===== src/pkg/ddsl_regs.svh =====
// constants of the serial register loader
`ifndef DDSL_REGS_SVH
`define DDSL_REGS_SVH
`define DDSL_FRAME_BITS 5'd16
`define DDSL_CMD_MSB 15
`define DDSL_CMD_LSB 12
`define DDSL_ADR_MSB 11
`define DDSL_ADR_LSB 8
`define DDSL_SYNC_BIT 13
`define DDSL_SRC_BIT 12
`define DDSL_SLEEP_BIT 13
`define DDSL_RESET_BIT 12
`define DDSL_CLR_BIT 11
`define DDSL_PSEL_LO_BIT 9
`define DDSL_PSEL_HI_BIT 10
`define DDSL_FSEL_BIT 11
`define DDSL_SYNC_STAGES 2
`define DDSL_RST_TUNING 32'h0000_0000
`define DDSL_RST_HALF 16'h0000
`define DDSL_RST_OFFSET 12'h000
`define DDSL_RST_DEFER 16'h0000
`endif


===== src/pkg/ddsl_pkg.sv =====
// types of the serial register loader
package ddsl_pkg;
  typedef enum logic [3:0] {
    DDSL_CMD_PH16 = 4'h0,
    DDSL_CMD_PH8 = 4'h1,
    DDSL_CMD_FR16 = 4'h2,
    DDSL_CMD_FR8 = 4'h3,
    DDSL_CMD_PSEL = 4'h4,
    DDSL_CMD_FSEL = 4'h5,
    DDSL_CMD_ASEL = 4'h6,
    DDSL_CMD_TEST = 4'h7
  } ddsl_cmd_t;
  typedef enum logic [2:0] {
    DDSL_IDLE = 3'b001,
    DDSL_SHIFT = 3'b010,
    DDSL_WAIT = 3'b100
  } ddsl_state_t;
endpackage : ddsl_pkg


===== src/core/ddsl_loader.sv =====
// serial word decoder loading tuning and offset registers
// Summary of operation
// - two 32-bit tuning words, selector picks one
// - four 12-bit offsets picked by two selects
// - tuning halves load independently
// - deferred byte only fills defer half
// - direct byte fills half, then loads destination
// - defer register keeps last loaded word
// - source bit picks pins or internal selects
// - clear zeroes sync and source, self-clears
// - transfers only after sixteenth falling edge
// - control word 10 sets sync, source
// - sync aligns loading, adds two cycles
// - control word 11 bit13 sleeps device
// - reset bit holds accumulator at zero
// - destination loads on following clock edge
// - sync adds two core-clock rising-edge pipeline stages
// - sync samples select pins after settling
// - frame low, sixteen bits on falling edges
// - commands 0-3 load phase/frequency data
// - commands 4-6 set internal select bits
// - select latency three or five cycles
`timescale 1ns/1ps
`include "ddsl_regs.svh"
module ddsl_loader (
  // clock, reset, enable
  input wire logic core_clk,
  input wire logic rstn,
  input wire logic clk_en,
  // serial port pins
  input wire logic serial_clk,
  input wire logic serial_data_in,
  input wire logic frame_sync_n,
  // select pins
  input wire logic tuning_selector,
  input wire logic offset_selector_lo,
  input wire logic offset_selector_hi,
  // loaded registers
  output logic [31:0] tuning_word_a,
  output logic [31:0] tuning_word_b,
  output logic [11:0] offset_word_a,
  output logic [11:0] offset_word_b,
  output logic [11:0] offset_word_c,
  output logic [11:0] offset_word_d,
  // active selection and control
  output logic [31:0] active_tuning,
  output logic [11:0] active_offset,
  output logic sync_enable,
  output logic selection_source_bit,
  output logic sleep_mode,
  output logic accum_reset
);
  // pin synchronisers; first stage read only by second
  logic [2:0] s1_ff, s2_ff, nxt_s1, nxt_s2;
  logic [2:0] p1_ff, p2_ff, nxt_p1, nxt_p2;
  logic sclk_d_ff, nxt_sclk_d;
  always_comb begin
    nxt_s1 = {serial_clk, serial_data_in, frame_sync_n};
    nxt_s2 = s1_ff;
    nxt_p1 = {tuning_selector, offset_selector_hi, offset_selector_lo};
    nxt_p2 = p1_ff;
    nxt_sclk_d = s2_ff[2];
  end
  always_ff @(posedge core_clk or negedge rstn) begin
    if (!rstn) begin
      s1_ff <= 3'b101;
      s2_ff <= 3'b101;
      p1_ff <= 3'b000;
      p2_ff <= 3'b000;
      sclk_d_ff <= 1'b1;
    end else if (clk_en) begin
      s1_ff <= nxt_s1;
      s2_ff <= nxt_s2;
      p1_ff <= nxt_p1;
      p2_ff <= nxt_p2;
      sclk_d_ff <= nxt_sclk_d;
    end
  end
  logic sclk_fall, fs_n, sdi;
  assign sclk_fall = sclk_d_ff & ~s2_ff[2];
  assign sdi = s2_ff[1];
  assign fs_n = s2_ff[0];
  // frame shifter
  ddsl_pkg::ddsl_state_t st_ff, nxt_st;
  logic [15:0] shift_ff, nxt_shift;
  logic [4:0] cnt_ff, nxt_cnt;
  logic word_ok;
  always_comb begin
    nxt_st = st_ff;
    nxt_shift = shift_ff;
    nxt_cnt = cnt_ff;
    word_ok = 1'b0;
    unique case (st_ff)
      ddsl_pkg::DDSL_IDLE: begin
        nxt_cnt = 5'd0;
        if (!fs_n) nxt_st = ddsl_pkg::DDSL_SHIFT;
      end
      ddsl_pkg::DDSL_SHIFT: begin
        if (fs_n) begin
          nxt_st = ddsl_pkg::DDSL_IDLE;
        end else if (sclk_fall) begin
          nxt_shift = {shift_ff[14:0], sdi};
          nxt_cnt = cnt_ff + 5'd1;
          if (cnt_ff + 5'd1 == `DDSL_FRAME_BITS) begin
            word_ok = 1'b1;
            nxt_st = ddsl_pkg::DDSL_WAIT;
          end
        end
      end
      ddsl_pkg::DDSL_WAIT: begin
        if (fs_n) nxt_st = ddsl_pkg::DDSL_IDLE;
      end
      default: nxt_st = ddsl_pkg::DDSL_IDLE;
    endcase
  end
  always_ff @(posedge core_clk or negedge rstn) begin
    if (!rstn) begin
      st_ff <= ddsl_pkg::DDSL_IDLE;
      shift_ff <= 16'h0000;
      cnt_ff <= 5'd0;
    end else if (clk_en) begin
      st_ff <= nxt_st;
      shift_ff <= nxt_shift;
      cnt_ff <= nxt_cnt;
    end
  end
  logic [15:0] word;
  assign word = {shift_ff[14:0], sdi};
  // decode into defer, data and select registers
  logic [15:0] defer_ff, nxt_defer, data_ff, nxt_data;
  logic [3:0] dadr_ff, nxt_dadr;
  logic dload_ff, nxt_dload, selld_ff, nxt_selld;
  logic [2:0] selb_ff, nxt_selb;
  logic sync_ff, nxt_sync, src_ff, nxt_src;
  logic sleep_ff, nxt_sleep, ares_ff, nxt_ares;
  ddsl_pkg::ddsl_cmd_t cmd;
  logic [3:0] adr;
  assign cmd = ddsl_pkg::ddsl_cmd_t'(word[`DDSL_CMD_MSB:`DDSL_CMD_LSB]);
  assign adr = word[`DDSL_ADR_MSB:`DDSL_ADR_LSB];
  always_comb begin
    nxt_defer = defer_ff;
    nxt_data = data_ff;
    nxt_dadr = dadr_ff;
    nxt_dload = 1'b0;
    nxt_selld = 1'b0;
    nxt_selb = selb_ff;
    nxt_sync = sync_ff;
    nxt_src = src_ff;
    nxt_sleep = sleep_ff;
    nxt_ares = ares_ff;
    if (word_ok) begin
      if (word[15]) begin
        if (!word[14]) begin
          nxt_sync = word[`DDSL_SYNC_BIT];
          nxt_src = word[`DDSL_SRC_BIT];
        end else begin
          nxt_sleep = word[`DDSL_SLEEP_BIT];
          nxt_ares = word[`DDSL_RESET_BIT];
          if (word[`DDSL_CLR_BIT]) begin // pulse, not stored
            nxt_sync = 1'b0;
            nxt_src = 1'b0;
          end
        end
      end else if (!word[14]) begin
        if (adr[0]) nxt_defer[15:8] = word[7:0];
        else nxt_defer[7:0] = word[7:0];
        if (!word[12]) begin
          nxt_data = nxt_defer;
          nxt_dadr = adr;
          nxt_dload = 1'b1;
        end
      end else begin
        unique case (cmd)
          ddsl_pkg::DDSL_CMD_PSEL: begin
            nxt_selb[1:0] = word[`DDSL_PSEL_HI_BIT:`DDSL_PSEL_LO_BIT];
            nxt_selld = 1'b1;
          end
          ddsl_pkg::DDSL_CMD_FSEL: begin
            nxt_selb[2] = word[`DDSL_FSEL_BIT];
            nxt_selld = 1'b1;
          end
          ddsl_pkg::DDSL_CMD_ASEL: begin
            nxt_selb = word[`DDSL_FSEL_BIT:`DDSL_PSEL_LO_BIT];
            nxt_selld = 1'b1;
          end
          default: nxt_selld = 1'b0; // test code ignored
        endcase
      end
    end
  end
  always_ff @(posedge core_clk or negedge rstn) begin
    if (!rstn) begin
      defer_ff <= `DDSL_RST_DEFER;
      data_ff <= `DDSL_RST_DEFER;
      dadr_ff <= 4'h0;
      dload_ff <= 1'b0;
      selld_ff <= 1'b0;
      selb_ff <= 3'b000;
      sync_ff <= 1'b0;
      src_ff <= 1'b0;
      sleep_ff <= 1'b0;
      ares_ff <= 1'b0;
    end else if (clk_en) begin
      defer_ff <= nxt_defer;
      data_ff <= nxt_data;
      dadr_ff <= nxt_dadr;
      dload_ff <= nxt_dload;
      selld_ff <= nxt_selld;
      selb_ff <= nxt_selb;
      sync_ff <= nxt_sync;
      src_ff <= nxt_src;
      sleep_ff <= nxt_sleep;
      ares_ff <= nxt_ares;
    end
  end
  logic [`DDSL_SYNC_STAGES-1:0] dpipe_ff, nxt_dpipe, spipe_ff, nxt_spipe;
  logic [2:0] pin_q1_ff, pin_q2_ff, nxt_pq1, nxt_pq2;
  logic do_load, do_sel;
  logic [2:0] pins_used;
  always_comb begin
    nxt_dpipe = {dpipe_ff[0], dload_ff};
    nxt_spipe = {spipe_ff[0], selld_ff};
    nxt_pq1 = p2_ff;
    nxt_pq2 = pin_q1_ff;
    do_load = sync_ff ? dpipe_ff[1] : dload_ff;
    do_sel = sync_ff ? spipe_ff[1] : selld_ff;
    pins_used = sync_ff ? pin_q2_ff : p2_ff;
  end
  always_ff @(posedge core_clk or negedge rstn) begin
    if (!rstn) begin
      dpipe_ff <= '0;
      spipe_ff <= '0;
      pin_q1_ff <= 3'b000;
      pin_q2_ff <= 3'b000;
    end else if (clk_en) begin
      dpipe_ff <= nxt_dpipe;
      spipe_ff <= nxt_spipe;
      pin_q1_ff <= nxt_pq1;
      pin_q2_ff <= nxt_pq2;
    end
  end
  logic [15:0] tah_ff, tal_ff, tbh_ff, tbl_ff;
  logic [15:0] nxt_tah, nxt_tal, nxt_tbh, nxt_tbl;
  logic [11:0] ofs_ff [4];
  logic [11:0] nxt_ofs [4];
  logic [2:0] selreg_ff, nxt_selreg, sel_eff;
  logic [31:0] nxt_act_t;
  logic [11:0] nxt_act_o;
  always_comb begin
    nxt_tah = tah_ff;
    nxt_tal = tal_ff;
    nxt_tbh = tbh_ff;
    nxt_tbl = tbl_ff;
    nxt_ofs = ofs_ff;
    nxt_selreg = do_sel ? selb_ff : selreg_ff;
    if (do_load) begin
      unique case (dadr_ff[3:1]) // halves apart
        3'd0: nxt_tal = data_ff;
        3'd1: nxt_tah = data_ff;
        3'd2: nxt_tbl = data_ff;
        3'd3: nxt_tbh = data_ff;
        default: nxt_ofs[dadr_ff[2:1]] = data_ff[11:0];
      endcase
    end
    sel_eff = src_ff ? selreg_ff : pins_used;
    nxt_act_t = sel_eff[2] ? {tbh_ff, tbl_ff} : {tah_ff, tal_ff};
    nxt_act_o = ofs_ff[sel_eff[1:0]];
  end
  always_ff @(posedge core_clk or negedge rstn) begin
    if (!rstn) begin
      tah_ff <= `DDSL_RST_HALF;
      tal_ff <= `DDSL_RST_HALF;
      tbh_ff <= `DDSL_RST_HALF;
      tbl_ff <= `DDSL_RST_HALF;
      for (int i = 0; i < 4; i++) ofs_ff[i] <= `DDSL_RST_OFFSET;
      selreg_ff <= 3'b000;
      active_tuning <= `DDSL_RST_TUNING;
      active_offset <= `DDSL_RST_OFFSET;
    end else if (clk_en) begin
      tah_ff <= nxt_tah;
      tal_ff <= nxt_tal;
      tbh_ff <= nxt_tbh;
      tbl_ff <= nxt_tbl;
      ofs_ff <= nxt_ofs;
      selreg_ff <= nxt_selreg;
      active_tuning <= nxt_act_t;
      active_offset <= nxt_act_o;
    end
  end
  assign tuning_word_a = {tah_ff, tal_ff};
  assign tuning_word_b = {tbh_ff, tbl_ff};
  assign offset_word_a = ofs_ff[0];
  assign offset_word_b = ofs_ff[1];
  assign offset_word_c = ofs_ff[2];
  assign offset_word_d = ofs_ff[3];
  assign sync_enable = sync_ff;
  assign selection_source_bit = src_ff;
  assign sleep_mode = sleep_ff;
  assign accum_reset = ares_ff;
  // a load strobe lands the data word in the addressed tuning half
  property p_load_lat;
    @(posedge core_clk) disable iff (!rstn)
      (clk_en && do_load && !dadr_ff[3]) |=>
        16'({tuning_word_b, tuning_word_a} >> (16 * dadr_ff[2:1])) == data_ff;
  endproperty
  a_load_lat: assert property (p_load_lat) else $error("late load");
  property p_sync_lat;
    @(posedge core_clk) disable iff (!rstn)
      (clk_en && dload_ff && sync_ff) ##1 clk_en ##1 clk_en |-> do_load;
  endproperty
  a_sync_lat: assert property (p_sync_lat) else $error("sync delay");
  property p_defer_keep;
    @(posedge core_clk) disable iff (!rstn)
      (clk_en && dload_ff) |-> data_ff == defer_ff;
  endproperty
  a_defer_keep: assert property (p_defer_keep) else $error("defer lost");
  property p_only16;
    @(posedge core_clk) disable iff (!rstn)
      word_ok |-> cnt_ff == 5'd15;
  endproperty
  a_only16: assert property (p_only16) else $error("short frame");
  property p_src_sel;
    @(posedge core_clk) disable iff (!rstn)
      (clk_en && src_ff && !do_sel && !do_load) |=>
        (!clk_en || active_tuning == (selreg_ff[2] ? tuning_word_b
                                                   : tuning_word_a));
  endproperty
  a_src_sel: assert property (p_src_sel) else $error("bad select");
  property p_clear;
    @(posedge core_clk) disable iff (!rstn)
      (clk_en && word_ok && word[15:14] == 2'b11 && word[`DDSL_CLR_BIT]) |=>
        (!sync_ff && !src_ff);
  endproperty
  a_clear: assert property (p_clear) else $error("clear ignored");
endmodule : ddsl_loader


===== config.mk =====
export PLATFORM = sky130hd
export DESIGN_NAME = ddsl_loader
export DESIGN_NICKNAME = d
export VERILOG_FILES = /design/src/pkg/ddsl_pkg.sv /design/src/core/ddsl_loader.sv
export VERILOG_INCLUDE_DIRS = /design/src /design/src/pkg
export SDC_FILE = /design/constraint.sdc
export NUM_CORES = 1
export LEC_CHECK = 0
export BUFFER_PORTS_ARGS = -buffer_cell sky130_fd_sc_hd__clkbuf_2
export CORE_MARGIN = 4
export CORE_UTILIZATION = 55
export DETAILED_ROUTE_END_ITERATION = 10
export PLACE_DENSITY = 0.8
export SLEW_MARGIN = 15
export SYNTH_ARGS = -nofsm -noshare
export SYNTH_HDL_FRONTEND = slang
export SYNTH_SLANG_ARGS = --single-unit

===== constraint.sdc =====
create_clock -name core_clk -period 2.9 [get_ports core_clk]
set_input_delay 0.58 -clock core_clk [delete_from_list [all_inputs] [get_ports core_clk]]
set_output_delay 0.58 -clock core_clk [all_outputs]
set_load 0.005 [all_outputs]

==> results of run 1 <==
[metal layers]
layer  GRT usage  vias to the layer above  wire length [um]
met2       0.381                      206             12000
met4      0.0583                        0               469
li1            -                     3119                 -
met5           0                        -                 0
met1       0.313                     3539             10500
met3      0.0419                       29              1550
[stage by stage]
step	total power [mW]	setup WS, ps	std cells	hold WS, ps
3_5_place_dp	4.26	244	1154	491
2_1_floorplan	4.04	560	778	284
5_1_grt	7.58	236	1198	166
3_3_place_gp	4.24	293	1154	483
4_1_cts	7.36	325	1198	150
6_report	7.30	343	1198	114
[area by class of cell]
class	count	area [um2]	share of cell area
multi-input combinational	480	4090	0.328
inverter	3	11.3	0.000902
timing repair buffer	188	1050	0.0844
tap	234	293	0.0235
clock buffer	34	689	0.0552
clock inverter	10	106	0.00852
sequential	249	6240	0.500
[worst paths after layout]
path	start	endpoint	slack (ps)	depth (start not counted)
hold / removal	rstn	sync_enable	110	1
setup reg to reg	st_ff[1]	defer_ff[12]	340	4
hold reg to reg	nxt_p2[0]	nxt_pq1[0]	500	1
max in group asynchronous	rstn	defer_ff[7]	2030	2
setup / recovery	st_ff[1]	defer_ff[12]	340	4
min in group core_clk	serial_data_in	nxt_s2[1]	310	2
[where the power goes]
group | switching [mW] | internal (mW) | total [mW]
logic | 0.224 | 0.207 | 0.431
clock network | 1.26 | 1.84 | 3.10
registers | 0.146 | 3.62 | 3.76
[layout by cell type (no fill, tap or decap), types with 3 or more instances in the layout]
master / n
a211oi_1: 13
a21o_1: 3
a21oi_1: 33
a221oi_1: 12
a22o_1: 3
and2_1: 12
buf_12: 4
buf_4: 17
clkbuf_1: 6
clkbuf_16: 25
clkbuf_2: 166
clkbuf_8: 3
clkinv_2: 6
dfrtp_1: 243
dfstp_2: 6
inv_1: 3
mux2_2: 182
mux2_4: 16
mux2i_1: 45
nand2_1: 49
nand2b_1: 5
nand3_1: 5
nand3b_1: 4
nor2_1: 48
nor4_1: 5
o21ai_0: 5
or3_1: 3
xnor2_1: 4
[logic make-up after synthesis]
| kind of cell | count (synthesis) | share of synthesized area |
|---|---|---|
| buffers and inverters | 49 | 0.0200 |
| adder cells (fa/ha/maj) | 1 | 0.00119 |
| XOR/XNOR | 5 | 0.00416 |
| multiplexers | 244 | 0.261 |
| AND/OR/NAND/NOR | 150 | 0.0691 |
| flip-flops | 249 | 0.593 |
| AO/OA/AOI/OAI | 80 | 0.0509 |
[flip-flops by register name (all words and copies together) (netlist names), 5 cells and up]
name,cells
shift_ff,15
offset_word_d,12
tbh_ff,16
active_offset,12
offset_word_c,12
active_tuning,32
tbl_ff,16
offset_word_b,12
offset_word_a,12
defer_ff,16
tal_ff,16
cnt_ff,5
tah_ff,16
data_ff,16
==> results.yml, run 1 <==
synth:
  avgSynthCellArea_um2: 13.5
  async_reset_ff_frac: 1.00
  ys.flop_type: "dfrtp_1"
  syn-num-nets: 788
  synthCells: 778
  yosysTopAreaCell: "dfrtp_1"
  yosys-top-cells-area: "dfrtp_1 58%, mux2_2 19%, mux2i_1 4.4%"
  yosysMostFrequentCell: "dfrtp_1"
  yosysTopAreaCellShare: 0.578
  yosysWarnings: 0
  yosysUniqueCellTypes: 47
  yosysSeqAreaShare: 0.593
  netlist_area_um2: 10500
  synth_commonest_cells: "243 x dfrtp_1, 182 x mux2_2, 49 x nand2_1"
  synth-edff-count: 0
  synth-seq-cells: 249
placed_design:
  port_buffers: 168
  hpwl_mm: 16.8
  place.gp.congestion: 0.820
  placed_area_um2: 11700
hold_path:
  worst_hold_path_type: "in2async"
sta:
  worstMarginPinSlew_ps: 968
  min_period_ps: 2560
  tns_ps: 0
  finalCritPeriodShare: 0.882
  rsz0062_at_grt: "no"
  clock.fmax_ghz: 0.391
  max_slew_margin: 0.352
  hold_viol_final: 0
  maxSlewViolCount: 0
  fin_skew_ps: 8.90
  finalSetupViolCount: 0
clock_network:
  clkSinkCount: 249
  cts_tree: "done"
  clock_latency_ps: 510
  cts_hold_buf: 0
  cts-root-buf: "clkbuf_16"
  ctsHtreeMaxLevel: 1
  clk_pin_slew_ps: 60
  cts_made_buffers: 24
  cts_setup_buffers: 0
  cts_buffer_depth: 3
  cts_resized: 0
detailed_routing:
  postRouteAntennaNets: 0
  drt_iter0_drc: 470
  wire_per_inst_um: 20.5
  drt_wl_total_mm: 24.5
  via_count: 6893
  first_pass_iters: 4
  viasPerCell: 5.75
  drcViolationCount: 0
floorplanning:
  start_util: 0.560
  boundaryPins: 169
  dieHeight_um: 146
  dieArea_um2: 21400
  rows: 50
  die_x_um: 146
  core_area_um2: 18800
setup_path:
  slowest_stage: "or4_4"
  critPathMaxStageDelay_ps: 600
  crit_family: "simple AND/OR/NAND/NOR gates"
  worstPathCellList: "or3b_1 -> or4_4 -> or3_1 -> mux2_4"
  arrival_ps: 2940
  worst-path-buf-inv: 0
  crit_required_ps: 3290
  path_max_fanout: 8
  crit_path_start_kind: "flop"
  endpoint_kind: "flop"
  path_class: "reg2reg"
final_layout:
  fillers: 1338
  layout-drive-gt1-share: 0.459
  final_area_um2: 12500
  area_growth_pct: 18.7
  final_nets: 956
  fin_util: 0.665
  n_antenna_cell: 0
power_and_ir_drop:
  leakagePower_nw: 6.71
  ir_drop_v: 0.000396
  p_per_area_nw_per_um2: 584
global_route:
  grt_usage: 0.228
  grt_max_degree: 102
  grt_pass1_vias: 7067
  grt_pass1_wl_mm: 39.5
  antenna_found_initial: 0
  grt-ovfl-total: 0
status:
  status: "finished, final reports clean"
flow_run:
  cap_violations: 0
Power figures use the tool's default switching activity.
==> run 2: changes to the inputs <==
--- a/config.mk
+++ b/config.mk
@@ -7,10 +7,14 @@
 export NUM_CORES = 1
 export LEC_CHECK = 0
 export BUFFER_PORTS_ARGS = -buffer_cell sky130_fd_sc_hd__clkbuf_2
+export CELL_PAD_IN_SITES_DETAIL_PLACEMENT = 0
+export CELL_PAD_IN_SITES_GLOBAL_PLACEMENT = 1
 export CORE_MARGIN = 4
-export CORE_UTILIZATION = 55
+export CORE_UTILIZATION = 48
+export CTS_BUF_LIST = sky130_fd_sc_hd__clkbuf_8
 export DETAILED_ROUTE_END_ITERATION = 10
-export PLACE_DENSITY = 0.8
+export PLACE_DENSITY = 0.85
+export REMOVE_ABC_BUFFERS = 1
 export SLEW_MARGIN = 15
 export SYNTH_ARGS = -nofsm -noshare
 export SYNTH_HDL_FRONTEND = slang
==> results.yml, run 2 (synthesis gave the netlist of run 1 again) <==
floorplanning:
  start_util: 0.494
  boundaryPins: 169
  dieArea_um2: 24300
  die_x_um: 156
  rows: 53
  core_area_um2: 21300
  dieHeight_um: 156
final_layout:
  top_register: "active_tuning"
  n_antenna_cell: 0
  fin_util: 0.590
  seq_area_um2: 6240
  multi_input_area_um2: 4100
  area_growth_pct: 19.4
  final_nets: 978
  final_cell_mix: "243 x dfrtp_1, 182 x mux2_2, 166 x clkbuf_2"
  fillers: 1711
  final_area_um2: 12600
  largest_reg_flops: 32
  instances_no_fill: 1270
  layout-drive-gt1-share: 0.466
  final_common_cell: "dfrtp_1"
flow_run:
  cap_violations: 0
setup_path:
  startpoint: "st_ff[1]"
  crit_path_start_kind: "flop"
  crit_required_ps: 3310
  worst-path-buf-inv: 0
  arrival_ps: 2950
  r2r_slack_ps: 360
  path_class: "reg2reg"
  crit_family: "simple AND/OR/NAND/NOR gates"
  path_max_fanout: 8
  endpoint_kind: "flop"
  worstPathCellList: "or3b_1 -> or4_4 -> or3_1 -> mux2_4"
  cp.depth: 4
  critPathMaxStageDelay_ps: 590
  reg2reg_from: "st_ff[1]"
  crit_end: "defer_ff[10]"
  slowest_stage: "or4_4"
  reg2reg_depth: 4
  rr_endpoint: "defer_ff[10]"
placed_design:
  hpwl_mm: 16.1
  placed_cells: 1199
  placed_area_um2: 11800
  place.gp.congestion: 0.777
  port_buffers: 168
sta:
  finalSetupViolCount: 0
  worstMarginPinSlew_ps: 781
  finalCritPeriodShare: 0.876
  rsz0062_at_grt: "no"
  min_period_ps: 2540
  max_slew_margin: 0.479
  clock.fmax_ghz: 0.394
  fin_skew_ps: 26.7
  maxSlewViolCount: 0
  hold_viol_final: 0
power_and_ir_drop:
  total_power_mw: 7.20
  p_per_area_nw_per_um2: 573
  leakagePower_nw: 6.79
  ir_drop_v: 0.000365
detailed_routing:
  drt_iter0_drc: 377
  first_pass_iters: 4
  wire_per_inst_um: 18.9
  viasPerCell: 5.38
  via_count: 6836
  drt_wl_total_mm: 24.0
  postRouteAntennaNets: 0
  drcViolationCount: 0
global_route:
  grt_max_degree: 88
  met1_usage: 0.272
  grt-ovfl-total: 0
  grt_pass1_vias: 6880
  use_met3: 0.0369
  grt_pass1_wl_mm: 38.5
  antenna_found_initial: 0
  grt_usage: 0.197
  grt.busiest_layer: "met2"
  grtUsageMet2: 0.317
clock_network:
  cts_resized: 0
  cts-root-buf: "clkbuf_8"
  ctsHtreeMaxLevel: 2
  cts_hold_buf: 0
  cts_made_buffers: 42
  clk_pin_slew_ps: 60
  clock_latency_ps: 540
  cts_tree: "done"
  cts_buffer_depth: 3
  clkSinkCount: 249
  cts_setup_buffers: 0
status:
  status: "finished, final reports clean"
hold_path:
  worst_hold_path_type: "in2async"
## run 2: cell count changes in the layout (fill, tap and decap cells not counted), moves of 2 or more
cell,change
clkbuf_8,+47
clkbuf_16,-25
buf_12,-2
buf_4,+6
inv_1,+16
clkinv_2,-5
clkbuf_1,-6
## run 2: area by class of cell
| cell class | instances | area share |
|---|---|---|
| clock inverters | 21 | 0.00946 |
| clock buffers | 50 | 0.0548 |
| well taps | 275 | 0.0274 |
| multi-input cells | 480 | 0.326 |
| repair buffers | 192 | 0.0843 |
| inverters | 3 | 0.000897 |
| flip-flops and latches | 249 | 0.497 |
## run 2: worst reg2reg max path: stages, from the launching register on
cell	delay [ps]
dfrtp_1	410
or3b_1	480
or4_4	590
or3_1	560
mux2_4	380
## run 2: power breakdown
part / total [mW] / switching (mW) / internal (mW)
combinational: 0.427 / 0.221 / 0.206
clock: 3.01 / 1.37 / 1.64
sequential: 3.76 / 0.145 / 3.62
## run 2: layer usage
| layer | part of all wire | wire [um] |
|---|---|---|
| met1 | 0.45 | 10900 |
| met2 | 0.47 | 11300 |
| met3 | 0.049 | 1170 |
| met4 | 0.024 | 583 |
| met5 | 0 | 0 |
## run 2: metrics by stage
stage | setup WS [ps] | hold slack, ps | setup TNS, ps
2_1_floorplan | -824 | 284 | -35100
3_3_place_gp | 256 | 481 | 0
3_5_place_dp | 245 | 487 | 0
4_1_cts | 357 | 42.9 | 0
5_1_grt | 269 | 57.7 | 0
6_report | 361 | 21.8 | 0
## run 2: worst min-delay path by stage
stage	slack, ps	endpoint	startpoint
global placement	480	pin_q2_ff[2]	nxt_pq2[2]
finish	20	active_tuning[17]	rstn
detailed placement	490	selreg_ff[1]	selreg_ff[1]
CTS	40	tah_ff[1]	rstn
global route	60	tah_ff[1]	rstn
floorplan	280	accum_reset	rstn
==> run 3: changes to the inputs <==
--- a/config.mk
+++ b/config.mk
@@ -6,6 +6,7 @@
 export SDC_FILE = /design/constraint.sdc
 export NUM_CORES = 1
 export LEC_CHECK = 0
+export ABC_CLOCK_PERIOD_IN_PS = 2900
 export BUFFER_PORTS_ARGS = -buffer_cell sky130_fd_sc_hd__clkbuf_2
 export CELL_PAD_IN_SITES_DETAIL_PLACEMENT = 0
 export CELL_PAD_IN_SITES_GLOBAL_PLACEMENT = 1
@@ -13,6 +14,7 @@
 export CORE_UTILIZATION = 48
 export CTS_BUF_LIST = sky130_fd_sc_hd__clkbuf_8
 export DETAILED_ROUTE_END_ITERATION = 10
+export HOLD_SLACK_MARGIN = 0.06
 export PLACE_DENSITY = 0.85
 export REMOVE_ABC_BUFFERS = 1
 export SLEW_MARGIN = 15
==> results.yml, run 3 (synthesis gave the netlist of run 1 again) <==
global_route:
  grt_max_degree: 88
  antenna_found_initial: 0
  grt-ovfl-total: 0
  grt_pass1_vias: 6886
  grt_usage: 0.197
  grt_pass1_wl_mm: 38.6
clock_network:
  clock_latency_ps: 540
  cts_setup_buffers: 0
  ctsHtreeMaxLevel: 2
  cts-root-buf: "clkbuf_8"
  cts_made_buffers: 42
  clkSinkCount: 249
  cts_tree: "done"
  clk_pin_slew_ps: 60
  cts_buffer_depth: 3
setup_path:
  r2r_slack_ps: 360
  path_class: "reg2reg"
  rr_endpoint: "defer_ff[9]"
  endpoint_kind: "flop"
  arrival_ps: 2950
  crit_required_ps: 3310
  reg2reg_from: "st_ff[1]"
  path_max_fanout: 8
  crit_path_start_kind: "flop"
  reg2reg_depth: 4
floorplanning:
  core_area_um2: 21300
  rows: 53
  dieArea_um2: 24300
  dieHeight_um: 156
  boundaryPins: 169
  start_util: 0.494
  die_x_um: 156
final_layout:
  n_antenna_cell: 0
  area_growth_pct: 19.5
  final_cell_mix: "243 x dfrtp_1, 182 x mux2_2, 166 x clkbuf_2"
  fillers: 1710
  largest_reg_flops: 32
  final_common_cell: "dfrtp_1"
  layout-drive-gt1-share: 0.466
  final_nets: 979
  top_register: "active_tuning"
sta:
  maxSlewViolCount: 0
  finalSetupViolCount: 0
  finalCritPeriodShare: 0.876
  tns_ps: 0
  min_period_ps: 2540
  max_slew_margin: 0.475
  hold_viol_final: 0
  rsz0062_at_grt: "no"
  clock.fmax_ghz: 0.393
  fin_skew_ps: 24.9
  worstMarginPinSlew_ps: 788
detailed_routing:
  drt_iter0_drc: 327
  wire_per_inst_um: 18.9
  drt_wl_total_mm: 24.0
  postRouteAntennaNets: 0
  drcViolationCount: 0
  first_pass_iters: 4
  viasPerCell: 5.39
  via_count: 6850
hold_path:
  hold_depth: 2
  min_from: "offset_selector_lo"
  worst_hold_path_type: "in2reg"
  holdPathEnd: "nxt_p2[0]"
placed_design:
  port_buffers: 168
  place.gp.congestion: 0.777
  hpwl_mm: 16.1
power_and_ir_drop:
  ir_drop_v: 0.000365
  total_power_mw: 7.19
  p_per_area_nw_per_um2: 572
  leakagePower_nw: 6.80
status:
  status: "finished, final reports clean"
flow_run:
  cap_violations: 0
[run 3: timing repair]
action                                 4_1_cts  5_1_grt
endpoints found under the hold margin       23        0
hold buffers                                 1        0
gates resized for setup                      0        0
[run 3: worst max-delay path by stage]
stage,startpoint,endpoint,slack (ps),depth (start not counted)
global placement,clk_en,defer_ff[15],260,5
finish,st_ff[1],defer_ff[9],360,4
CTS,st_ff[1],defer_ff[9],360,4
global route,st_ff[1],defer_ff[15],270,4
detailed placement,clk_en,defer_ff[9],240,5
floorplan,sync_enable,active_tuning[0],-820,4
[run 3: where the power goes]
part           leakage (nW)  internal, mW  switching, mW
sequential             3.35          3.62          0.145
clock                 0.468          1.64           1.36
combinational          2.98         0.207          0.221
[run 3: layout make-up]
class,count,area (um2),share of cell area
Clock buffer,50,688,0.0547
Clock inverter,21,119,0.00946
Inverter,3,11.3,0.000896
Multi-Input combinational cell,480,4100,0.326
Sequential cell,249,6240,0.496
Tap cell,275,344,0.0274
Timing Repair Buffer,193,1070,0.0850
[run 3: per-layer routing]
| layer | track usage | part of all wire |
|---|---|---|
| met5 | 0 | 0 |
| met1 | 0.273 | 0.46 |
| met4 | 0.0659 | 0.025 |
| met3 | 0.0369 | 0.049 |
| met2 | 0.317 | 0.47 |
[run 3: metrics by stage]
stage	instance area, um2	hold slack, ps	cells	utilization	setup WS (ps)
5_1_grt	12600	259	1271	0.590	269
6_report	12600	276	1271	0.590	358
2_1_floorplan	10300	284	732	-	-824
3_5_place_dp	11800	487	1199	0.552	245
4_1_cts	12600	239	1271	0.590	357
3_3_place_gp	11800	481	1199	0.552	256
[run 3: critical path, cell delays in order (launching register included)]
cell,delay (ps)
dfrtp_1,410
or3b_1,480
or4_4,590
or3_1,560
mux2_4,380
